--- src/inc/icu_pkg.sv ---
package icu_pkg;
  // register indexes (printed offsets are not all word aligned, kept as indexes)
  localparam logic [7:0] IDX_VECTOR = 8'h00;
  localparam logic [7:0] IDX_NMI_STAT = 8'h02;
  localparam logic [7:0] IDX_NMI_CTRL = 8'h04;
  localparam logic [7:0] IDX_RAW_LOW = 8'h0A;
  localparam logic [7:0] IDX_RAW_HIGH = 8'h0C;
  localparam logic [7:0] IDX_MASK_LOW = 8'h0E;
  localparam logic [7:0] IDX_MASK_HIGH = 8'h10;
  localparam int ADDR_W = 10;
  // trap control field positions
  localparam int CTRL_EN = 0;
  localparam int CTRL_PIN = 1;
  localparam int CTRL_LCK = 2;
  localparam int STAT_EXT = 0;
  // reset values
  localparam logic [15:0] MASK_RST = 16'hFFFF;
  localparam logic [5:0] VEC_BASE = 6'h10;
  localparam logic [1:0] RESP_OKAY = 2'b00;
  localparam logic [1:0] RESP_SLVERR = 2'b10;
  localparam int NUM_IRQ = 32;

  // request bundle toward the core
  typedef struct packed {
    logic nmi;
    logic irq;
    logic [7:0] vector;
  } icu_core_req_t;

  // slave handshake state
  typedef enum logic [1:0] {
    ICU_IDLE = 2'b00,
    ICU_RESP = 2'b01
  } icu_bus_st_t;
endpackage

--- src/rtl/icu_prio_enc.sv ---
`timescale 1ns/100ps
// priority encoder: highest set bit wins, bit 0 never considered
module icu_prio_enc #(
  parameter int N = 32
) (
  input wire logic [N-1:0] req,
  output logic any,
  output logic [5:0] num
);
  // scan upward so the highest index overwrites lower ones
  always_comb begin
    any = 1'b0;
    num = 6'h00;
    for (int i = 1; i < N; i++) begin
      if (req[i]) begin
        any = 1'b1;
        num = 6'(i);
      end
    end
  end
endmodule

--- src/rtl/icu_top.sv ---
`timescale 1ns/100ps
// Overview of operation
// - nmi status byte resets to zero and clears on every read except one in the same cycle as a capture
// - status bit 0 reads one once an external nmi request is captured
// - reset clears test, trap enable and lock bits
// - falling nmi edge makes a trap request while enable or lock set
// - trap enable clears at reset and whenever the request flag sets
// - writing one to enable works only while request flag is clear
// - trap control bit 1 mirrors nmi level, writes ignored
// - lock bit, once set, stays set until reset
// - lock set enables nmi regardless of trap enable
// - vector bits 5..0 encode winner, range 10h..2Fh, bits 7..6 zero
// - vector stays stable except while updating
// - low mask enables requests 1..15, resets to FFFFh
// - low mask bit 0 has no effect
// - high mask enables requests 16..31, resets to FFFFh
// - low raw word shows requests 15..1, bit 0 reads zero
// - high raw word shows requests 31..16 unmasked
// - priority is linear, request 31 highest, request 1 lowest
// - nmi pre-empts anything; maskable nesting left to core enable
// - maskable requests are levels, pending only while held
// - nmi pin is synchronised before edge detection
module icu_top (
  input wire logic core_clk,
  input wire logic resetn,
  // axi4-lite slave
  input wire logic [icu_pkg::ADDR_W-1:0] s_axi_awaddr,
  input wire logic s_axi_awvalid,
  output logic s_axi_awready,
  input wire logic [31:0] s_axi_wdata,
  input wire logic [3:0] s_axi_wstrb,
  input wire logic s_axi_wvalid,
  output logic s_axi_wready,
  output logic [1:0] s_axi_bresp,
  output logic s_axi_bvalid,
  input wire logic s_axi_bready,
  input wire logic [icu_pkg::ADDR_W-1:0] s_axi_araddr,
  input wire logic s_axi_arvalid,
  output logic s_axi_arready,
  output logic [31:0] s_axi_rdata,
  output logic [1:0] s_axi_rresp,
  output logic s_axi_rvalid,
  input wire logic s_axi_rready,
  // sources and core side
  input wire logic nmi_n_pin,
  input wire logic [31:0] irq_src,
  output icu_pkg::icu_core_req_t core_req
);

  // ----------------------------------------
  // address decode helper
  // ----------------------------------------
  // byte address is four times the printed index
  function automatic logic addr_is(input logic [icu_pkg::ADDR_W-1:0] a, input logic [7:0] idx);
    addr_is = (a == {idx, 2'b00});
  endfunction

  // ----------------------------------------
  // state
  // ----------------------------------------
  logic nmi_s1_q, nmi_s2_q, nmi_s3_q;
  logic ext_q, ext_d;
  logic en_q, en_d;
  logic lck_q, lck_d;
  logic tst_q, tst_d;
  logic [15:0] mask_lo_q, mask_hi_q;
  logic [31:0] src_q;
  logic [5:0] vec_q;
  logic nmi_req_q, irq_q;
  icu_pkg::icu_bus_st_t wst_q, rst_q;
  logic aw_got_q, w_got_q;
  logic [icu_pkg::ADDR_W-1:0] awaddr_q;
  logic [31:0] wdata_q;
  logic [3:0] wstrb_q;
  logic [1:0] bresp_q, rresp_q;
  logic [31:0] rdata_q;

  // ----------------------------------------
  // nmi pin synchroniser and edge detect
  // ----------------------------------------
  // sync before edge
  always_ff @(posedge core_clk) begin
    if (!resetn) begin
      nmi_s1_q <= 1'b1;
      nmi_s2_q <= 1'b1;
      nmi_s3_q <= 1'b1;
    end else begin
      nmi_s1_q <= nmi_n_pin;
      nmi_s2_q <= nmi_s1_q;
      nmi_s3_q <= nmi_s2_q;
    end
  end

  wire nmi_fall = nmi_s3_q & ~nmi_s2_q;
  wire nmi_armed = en_q | lck_q;
  wire nmi_take = nmi_fall & nmi_armed;
  wire pin_level = ~nmi_s2_q;

  // ----------------------------------------
  // bus write channel
  // ----------------------------------------
  wire aw_hs = s_axi_awvalid & s_axi_awready;
  wire w_hs = s_axi_wvalid & s_axi_wready;
  wire aw_have = aw_got_q | aw_hs;
  wire w_have = w_got_q | w_hs;
  wire wr_fire = (wst_q == icu_pkg::ICU_IDLE) & aw_have & w_have;
  wire [icu_pkg::ADDR_W-1:0] wa = aw_hs ? s_axi_awaddr : awaddr_q;
  wire [31:0] wd = w_hs ? s_axi_wdata : wdata_q;
  wire [3:0] ws = w_hs ? s_axi_wstrb : wstrb_q;
  wire wr_ctrl = wr_fire & addr_is(wa, icu_pkg::IDX_NMI_CTRL) & ws[0];
  wire wr_mlo = wr_fire & addr_is(wa, icu_pkg::IDX_MASK_LOW);
  wire wr_mhi = wr_fire & addr_is(wa, icu_pkg::IDX_MASK_HIGH);
  wire wa_known = addr_is(wa, icu_pkg::IDX_VECTOR) | addr_is(wa, icu_pkg::IDX_NMI_STAT)
    | addr_is(wa, icu_pkg::IDX_NMI_CTRL) | addr_is(wa, icu_pkg::IDX_RAW_LOW)
    | addr_is(wa, icu_pkg::IDX_RAW_HIGH) | addr_is(wa, icu_pkg::IDX_MASK_LOW)
    | addr_is(wa, icu_pkg::IDX_MASK_HIGH);

  // one-deep capture of address and data, taken in either order
  always_ff @(posedge core_clk) begin
    if (!resetn) begin
      aw_got_q <= 1'b0;
      w_got_q <= 1'b0;
      awaddr_q <= '0;
      wdata_q <= 32'h0000_0000;
      wstrb_q <= 4'h0;
      s_axi_awready <= 1'b0;
      s_axi_wready <= 1'b0;
      s_axi_bvalid <= 1'b0;
      bresp_q <= icu_pkg::RESP_OKAY;
      wst_q <= icu_pkg::ICU_IDLE;
    end else begin
      if (aw_hs) begin
        awaddr_q <= s_axi_awaddr;
      end
      if (w_hs) begin
        wdata_q <= s_axi_wdata;
        wstrb_q <= s_axi_wstrb;
      end
      case (wst_q)
        icu_pkg::ICU_IDLE: begin
          if (wr_fire) begin
            aw_got_q <= 1'b0;
            w_got_q <= 1'b0;
            s_axi_awready <= 1'b0;
            s_axi_wready <= 1'b0;
            s_axi_bvalid <= 1'b1;
            bresp_q <= wa_known ? icu_pkg::RESP_OKAY : icu_pkg::RESP_SLVERR;
            wst_q <= icu_pkg::ICU_RESP;
          end else begin
            aw_got_q <= aw_have;
            w_got_q <= w_have;
            s_axi_awready <= ~aw_have;
            s_axi_wready <= ~w_have;
          end
        end
        default: begin
          if (s_axi_bready) begin
            s_axi_bvalid <= 1'b0;
            s_axi_awready <= 1'b1;
            s_axi_wready <= 1'b1;
            wst_q <= icu_pkg::ICU_IDLE;
          end
        end
      endcase
    end
  end
  assign s_axi_bresp = bresp_q;

  // ----------------------------------------
  // bus read channel
  // ----------------------------------------
  wire ar_hs = s_axi_arvalid & s_axi_arready;
  wire rd_stat = ar_hs & addr_is(s_axi_araddr, icu_pkg::IDX_NMI_STAT);
  // bit 0 forced zero, raw upper word
  wire [15:0] raw_lo = {src_q[15:1], 1'b0};
  wire [15:0] raw_hi = src_q[31:16];
  wire [7:0] ctrl_rd = {5'b00000, lck_q, pin_level, en_q};
  logic [31:0] rd_mux;
  logic rd_ok;
  always_comb begin
    rd_ok = 1'b1;
    if (addr_is(s_axi_araddr, icu_pkg::IDX_VECTOR)) begin
      rd_mux = {26'h000_0000, vec_q};
    end else if (addr_is(s_axi_araddr, icu_pkg::IDX_NMI_STAT)) begin
      rd_mux = {31'h0000_0000, ext_q};
    end else if (addr_is(s_axi_araddr, icu_pkg::IDX_NMI_CTRL)) begin
      rd_mux = {24'h00_0000, ctrl_rd};
    end else if (addr_is(s_axi_araddr, icu_pkg::IDX_RAW_LOW)) begin
      rd_mux = {16'h0000, raw_lo};
    end else if (addr_is(s_axi_araddr, icu_pkg::IDX_RAW_HIGH)) begin
      rd_mux = {16'h0000, raw_hi};
    end else if (addr_is(s_axi_araddr, icu_pkg::IDX_MASK_LOW)) begin
      rd_mux = {16'h0000, mask_lo_q};
    end else if (addr_is(s_axi_araddr, icu_pkg::IDX_MASK_HIGH)) begin
      rd_mux = {16'h0000, mask_hi_q};
    end else begin
      rd_mux = 32'h0000_0000;
      rd_ok = 1'b0;
    end
  end

  // read data captured at address acceptance, answer next cycle
  always_ff @(posedge core_clk) begin
    if (!resetn) begin
      s_axi_arready <= 1'b0;
      s_axi_rvalid <= 1'b0;
      rdata_q <= 32'h0000_0000;
      rresp_q <= icu_pkg::RESP_OKAY;
      rst_q <= icu_pkg::ICU_IDLE;
    end else begin
      case (rst_q)
        icu_pkg::ICU_IDLE: begin
          s_axi_arready <= ~ar_hs;
          if (ar_hs) begin
            rdata_q <= rd_mux;
            rresp_q <= rd_ok ? icu_pkg::RESP_OKAY : icu_pkg::RESP_SLVERR;
            s_axi_rvalid <= 1'b1;
            rst_q <= icu_pkg::ICU_RESP;
          end
        end
        default: begin
          if (s_axi_rready) begin
            s_axi_rvalid <= 1'b0;
            s_axi_arready <= 1'b1;
            rst_q <= icu_pkg::ICU_IDLE;
          end
        end
      endcase
    end
  end
  assign s_axi_rdata = rdata_q;
  assign s_axi_rresp = rresp_q;

  // ----------------------------------------
  // nmi status and trap control
  // ----------------------------------------
  // capture wins over clear-on-read so no event is lost
  assign ext_d = nmi_take ? 1'b1 : (rd_stat ? 1'b0 : ext_q);
  // hardware clear on capture, set only while flag clear
  always_comb begin
    en_d = en_q;
    if (wr_ctrl) begin
      en_d = wd[icu_pkg::CTRL_EN] ? (en_q | ~ext_q) : 1'b0;
    end
    if (nmi_take) begin
      en_d = 1'b0;
    end
  end
  // lock is set-only; pin bit not writable
  assign lck_d = lck_q | (wr_ctrl & wd[icu_pkg::CTRL_LCK]);
  // reserved bits discarded; test bit held clear
  assign tst_d = 1'b0;

  always_ff @(posedge core_clk) begin
    if (!resetn) begin
      ext_q <= 1'b0;
      en_q <= 1'b0;
      lck_q <= 1'b0;
      tst_q <= 1'b0;
    end else begin
      ext_q <= ext_d;
      en_q <= en_d;
      lck_q <= lck_d;
      tst_q <= tst_d;
    end
  end

  // ----------------------------------------
  // masks, sources, vector
  // ----------------------------------------
  // masks reset to all ones, byte lanes honoured
  always_ff @(posedge core_clk) begin
    if (!resetn) begin
      mask_lo_q <= icu_pkg::MASK_RST;
      mask_hi_q <= icu_pkg::MASK_RST;
    end else begin
      for (int b = 0; b < 2; b++) begin
        if (wr_mlo && ws[b]) begin
          mask_lo_q[b*8 +: 8] <= wd[b*8 +: 8];
        end
        if (wr_mhi && ws[b]) begin
          mask_hi_q[b*8 +: 8] <= wd[b*8 +: 8];
        end
      end
    end
  end

  // bit 0 of both source and mask excluded
  wire [31:0] pend = {src_q[31:1] & {mask_hi_q, mask_lo_q[15:1]}, 1'b0};
  logic any_pend;
  logic [5:0] win;

  icu_prio_enc #(.N(icu_pkg::NUM_IRQ)) u_enc (
    .req(pend),
    .any(any_pend),
    .num(win)
  );

  // levels sampled each cycle, no latching; vector registered
  always_ff @(posedge core_clk) begin
    if (!resetn) begin
      src_q <= 32'h0000_0000;
      vec_q <= icu_pkg::VEC_BASE;
      irq_q <= 1'b0;
      nmi_req_q <= 1'b0;
    end else begin
      src_q <= irq_src;
      vec_q <= icu_pkg::VEC_BASE + win;
      irq_q <= any_pend;
      // nmi pulse independent of maskable state
      nmi_req_q <= nmi_take;
    end
  end

  assign core_req = '{nmi: nmi_req_q, irq: irq_q, vector: {2'b00, vec_q}};

  // ----------------------------------------
  // assertions
  // ----------------------------------------
  property p_stat_clear;
    @(posedge core_clk) disable iff (!resetn) (rd_stat && !nmi_take) |=> !ext_q;
  endproperty
  a_stat_clear: assert property (p_stat_clear) else $error("status not cleared by read");
  property p_ext_set;
    @(posedge core_clk) disable iff (!resetn) nmi_take |=> ext_q && core_req.nmi;
  endproperty
  a_ext_set: assert property (p_ext_set) else $error("nmi capture missing");
  property p_no_trap;
    @(posedge core_clk) disable iff (!resetn) !(en_q || lck_q) |=> !core_req.nmi;
  endproperty
  a_no_trap: assert property (p_no_trap) else $error("nmi while disabled");
  property p_en_clear;
    @(posedge core_clk) disable iff (!resetn) $rose(ext_q) |-> !en_q;
  endproperty
  a_en_clear: assert property (p_en_clear) else $error("enable not cleared");
  property p_en_block;
    @(posedge core_clk) disable iff (!resetn) (ext_q && !en_q) |=> !en_q;
  endproperty
  a_en_block: assert property (p_en_block) else $error("enable set while flag set");
  property p_lock;
    @(posedge core_clk) disable iff (!resetn) lck_q |=> lck_q [*8];
  endproperty
  a_lock: assert property (p_lock) else $error("lock dropped");
  property p_vec_range;
    @(posedge core_clk) disable iff (!resetn) core_req.vector >= 8'h10 && core_req.vector <= 8'h2F;
  endproperty
  a_vec_range: assert property (p_vec_range) else $error("vector out of range");
  property p_irq;
    @(posedge core_clk) disable iff (!resetn) ##1 core_req.irq == $past(|pend);
  endproperty
  a_irq: assert property (p_irq) else $error("irq mismatch");
  property p_top;
    @(posedge core_clk) disable iff (!resetn) pend[31] |=> core_req.vector == 8'h2F;
  endproperty
  a_top: assert property (p_top) else $error("priority wrong");

  c_nmi: cover property (@(posedge core_clk) disable iff (!resetn) nmi_take);
  c_lock_nmi: cover property (@(posedge core_clk) disable iff (!resetn) lck_q && !en_q && nmi_take);
  c_stat_rd: cover property (@(posedge core_clk) disable iff (!resetn) rd_stat && ext_q);
  c_irq: cover property (@(posedge core_clk) disable iff (!resetn) core_req.irq);
endmodule

--- config.mk ---
export PLATFORM = sky130hd
export DESIGN_NAME = icu_top
export DESIGN_NICKNAME = d
export VERILOG_FILES = /design/src/inc/icu_pkg.sv /design/src/rtl/icu_prio_enc.sv /design/src/rtl/icu_top.sv
export SDC_FILE = /design/constraint.sdc
export NUM_CORES = 1
export LEC_CHECK = 0
export ABC_AREA = 1
export BUFFER_PORTS_ARGS = -buffer_cell sky130_fd_sc_hd__buf_4
export CAP_MARGIN = 20
export CELL_PAD_IN_SITES_DETAIL_PLACEMENT = 1
export CELL_PAD_IN_SITES_GLOBAL_PLACEMENT = 2
export CORE_MARGIN = 4
export CORE_UTILIZATION = 25
export CTS_CLUSTER_SIZE = 28
export DETAILED_ROUTE_END_ITERATION = 10
export PLACE_DENSITY_LB_ADDON = 0.1
export SYNTH_ARGS = -nofsm -noshare
export SYNTH_HDL_FRONTEND = slang
export SYNTH_SLANG_ARGS = --single-unit
--- constraint.sdc ---
create_clock -name core_clk -period 2.6 [get_ports core_clk]
set_input_delay 0.52 -clock core_clk [delete_from_list [all_inputs] [get_ports core_clk]]
set_output_delay 0.52 -clock core_clk [all_outputs]
set_load 0.005 [all_outputs]
==> run summary <==
crit path capture type: register
top-count cell post-synth: nand2_1
warning count from the yosys run: 0
area leader, netlist: dfxtp_1
Largest delay share family, worst path: simple AND/OR/NAND/NOR gates
number of placed I/O pins: 147
CTS tree: built
crit path max fanout: 16
Mean Syn Cell Area: 7.58 µm²
Seq/Total Area, Yosys: 46.6%
total via count in the routed design: 5,085
synthesized netlist cell count: 738
type of the worst setup path: register to register
fin. max-slew vios: 0
CTS clk-pin slew, worst paths: 60 ps
capture endpoint of the worst hold path: src_q[24]
endpoints failing hold: 0
final setup margin: 329 ps
Max Cap Viol: 0
cell types with the highest counts after synthesis: nand2_1 (186), dfxtp_1 (130), inv_1 (77)
Fillers: 2,676
Final period util: 87.3%
number of stages on the worst hold path: 3
Port Buf Inserts: 107
outcome: completed
Yosys top cell area share: 46.6%
startpoint type of the worst setup path: register
total DRC errors in the routed layout: 0
setup_tns: 0 ps
clk_lat worst skew: 420 ps
Max stage delay cell, worst path: dfxtp_1
maximum vdd ir drop: 0.393 mV
ANT cells: 0
Placer Congestion: 0.815
die area: 24,800 µm²
CTS H-Tree Depth: 4
number of setup buffers added after CTS: 0
die span in y: 158 µm
HPWL reported at the end of detailed placement: 14.1 mm
prevailing post-synth register cell: dfxtp_1
Seq cells post-synth: 130
WL per Instance: 15.6 µm
cell breakdown of the critical path: nand2_2 -> mux2i_1 -> nand3_1 -> nor2_2 -> nand3_1 -> or2_4 -> nor3_2 -> inv_2 -> a21oi_1 -> o21ai_1
worst hold path class: input port to register
starting utilization of the core area: 25.5%
Max-slew headroom: 57.8%
All-Layer GR Usage: 14.9%
fraction of final layout cells sized beyond drive strength 1: 22.0%
signal arrival time at the worst endpoint: 2580 ps
total of endpoints with negative setup slack in the final report: 0
total congestion overflow: 0
transition time at the pin with the least slew margin: 633 ps
power density cells: 687 nW/µm²
number of buffers and inverters on the critical path: 1
post-detailed-route via-to-cell ratio: 4.42
maximum number of pins on one net before global-route repair: 60
number of global-route vias before repair: 5,482
delay of the slowest critical-path stage: 340 ps
Final Core Density: 33.5%
Final Routed Wirelength: 17.9 mm
iteration-0 DRC count of the detailed router: 179
R2R cell count: 10
post-detailed-route count of antenna-violating nets: 0
total number of clock tree sinks: 130
leakage power summed over all cells: 3.74 nW
startpoint of the most critical hold path: irq_src[24]
Post-layout nets: 954
shortest period the worst path allows: 2270 ps
Core Rows: 54
setup slack of the worst register-to-register path: 330 ps
clock buffers created by TritonCTS: 17
data required time of the critical path: 2910 ps
die width: 158 µm
share of synthesized registers carrying an async set or reset: 0%
length of the first detailed-routing pass in iterations: 4
most prevalent standard cell on the critical path: nand3_1
wire length of the first global-routing pass: 28.5 mm
DP Area: 6720 µm²
core area: 21,900 µm²
unique cell type count in the Yosys netlist: 37
largest clock skew in the final design: 15.2 ps
finished layout cell area: 7330 µm²
area of the mapped netlist: 5590 µm²
antenna violations before repair: 0
cts hold-fix bufs: 0
area grow syn2layout: 31.2%
max frequency: 440 MHz
final worst hold slack: 278 ps
number of buffers on the longest clock path: 2
clk root buf: clkbuf_16
Worst Setup Slack post-DPL: -4.90 ps
top post-synthesis cells by area: dfxtp_1 (47%), nand2_1 (12%), inv_1 (5.2%)
Post-synth EDFFs: 0
Reg2Reg Capture Point: mask_hi_q[11]
RSZ-0062 raised after global routing: no
startpoint of the worst-slack reg-to-reg timing path: s_axi_awready
[power by group]
group	internal, mW	leakage (nW)	switching [mW]
logic	0.219	2.37	0.280
clock network	1.52	0.300	0.905
registers	2.07	1.06	0.0408
[cell type report]
cell class / count / area (µm²) / share of cell area, %
flip-flops and latches: 130 / 2610 / 35.5
multi-input cells: 494 / 2460 / 33.5
repair buffers: 131 / 996 / 13.6
clock buffers: 21 / 480 / 6.55
well taps: 280 / 350 / 4.78
inverters: 84 / 315 / 4.30
clock inverters: 11 / 126 / 1.72
[kinds of logic after synthesis]
| group | Yosys count | share of synthesized area [%] |
|---|---|---|
| simple gates | 303 | 22.3 |
| other cells | 1 | 0.0671 |
| mux | 25 | 4.48 |
| buf+inv | 133 | 10.8 |
| flops | 130 | 46.6 |
| compound gates | 146 | 15.8 |
[worst min-delay path, stage by stage]
cell,delay (ps)
buf_4,80
nand2_1,40
inv_1,40
[registers in the layout, summed over array words and instances (netlist names), 2 cells and up]
name and count:
s_axi_rdata 16, mask_lo_q 16, wdata_q 16, src_q 31, wstrb_q 2, awaddr_q 10
mask_hi_q 16, vec_q 6
[placed cells by master, fill, tap and decap left out, drive strengths merged]
master and count:
nand2 188, nor3 8, inv 85, o41ai 1
buf 131, o2111a 1, clkinv 7, bufinv 2
dfxtp 130, mux2i 25, o211ai 32, o31ai 1
o221ai 2, clkinvlp 1, clkbuf 21, a31oi 5
a221o 4, or2 6, a311oi 1, a21oi 43
o21ai 54, nand3b 1, nand4 4, conb 20
o21a 1, nand3 23, nor4 2, a211oi 1
nor2 71
[worst max path at each step]
stage	from	to	slack [ps]	cells past startpoint
6_report	s_axi_awready	mask_hi_q[11]	330	10
4_1_cts	mask_lo_q[1]	vec_q[0]	230	32
5_1_grt	mask_lo_q[2]	vec_q[0]	20	31
3_5_place_dp	s_axi_awvalid	mask_hi_q[11]	-5	11
3_3_place_gp	s_axi_awvalid	mask_hi_q[12]	100	11
2_1_floorplan	s_axi_awvalid	mask_hi_q[15]	440	12
[through the flow]
stage | total power, mW | instances
floorplan | 2.44 | 757
global placement | 2.65 | 1119
detailed placement | 2.67 | 1119
CTS | 5.12 | 1151
global route | 5.29 | 1151
finish | 5.04 | 1151
[metal layers]
metal / share of wire (%) / track usage [%]
met5: 0 / 0
met4: 1.8 / 5.08
met3: 3.5 / 2.94
met2: 50 / 26.5
met1: 44 / 17.9
[repair_timing]
action / in CTS / in global routing
endpoints found under the hold margin: 0 / 0
resized for setup: 0 / 3
endpoints found under the setup margin: 0 / 1
Power figures use the tool's default switching activity.
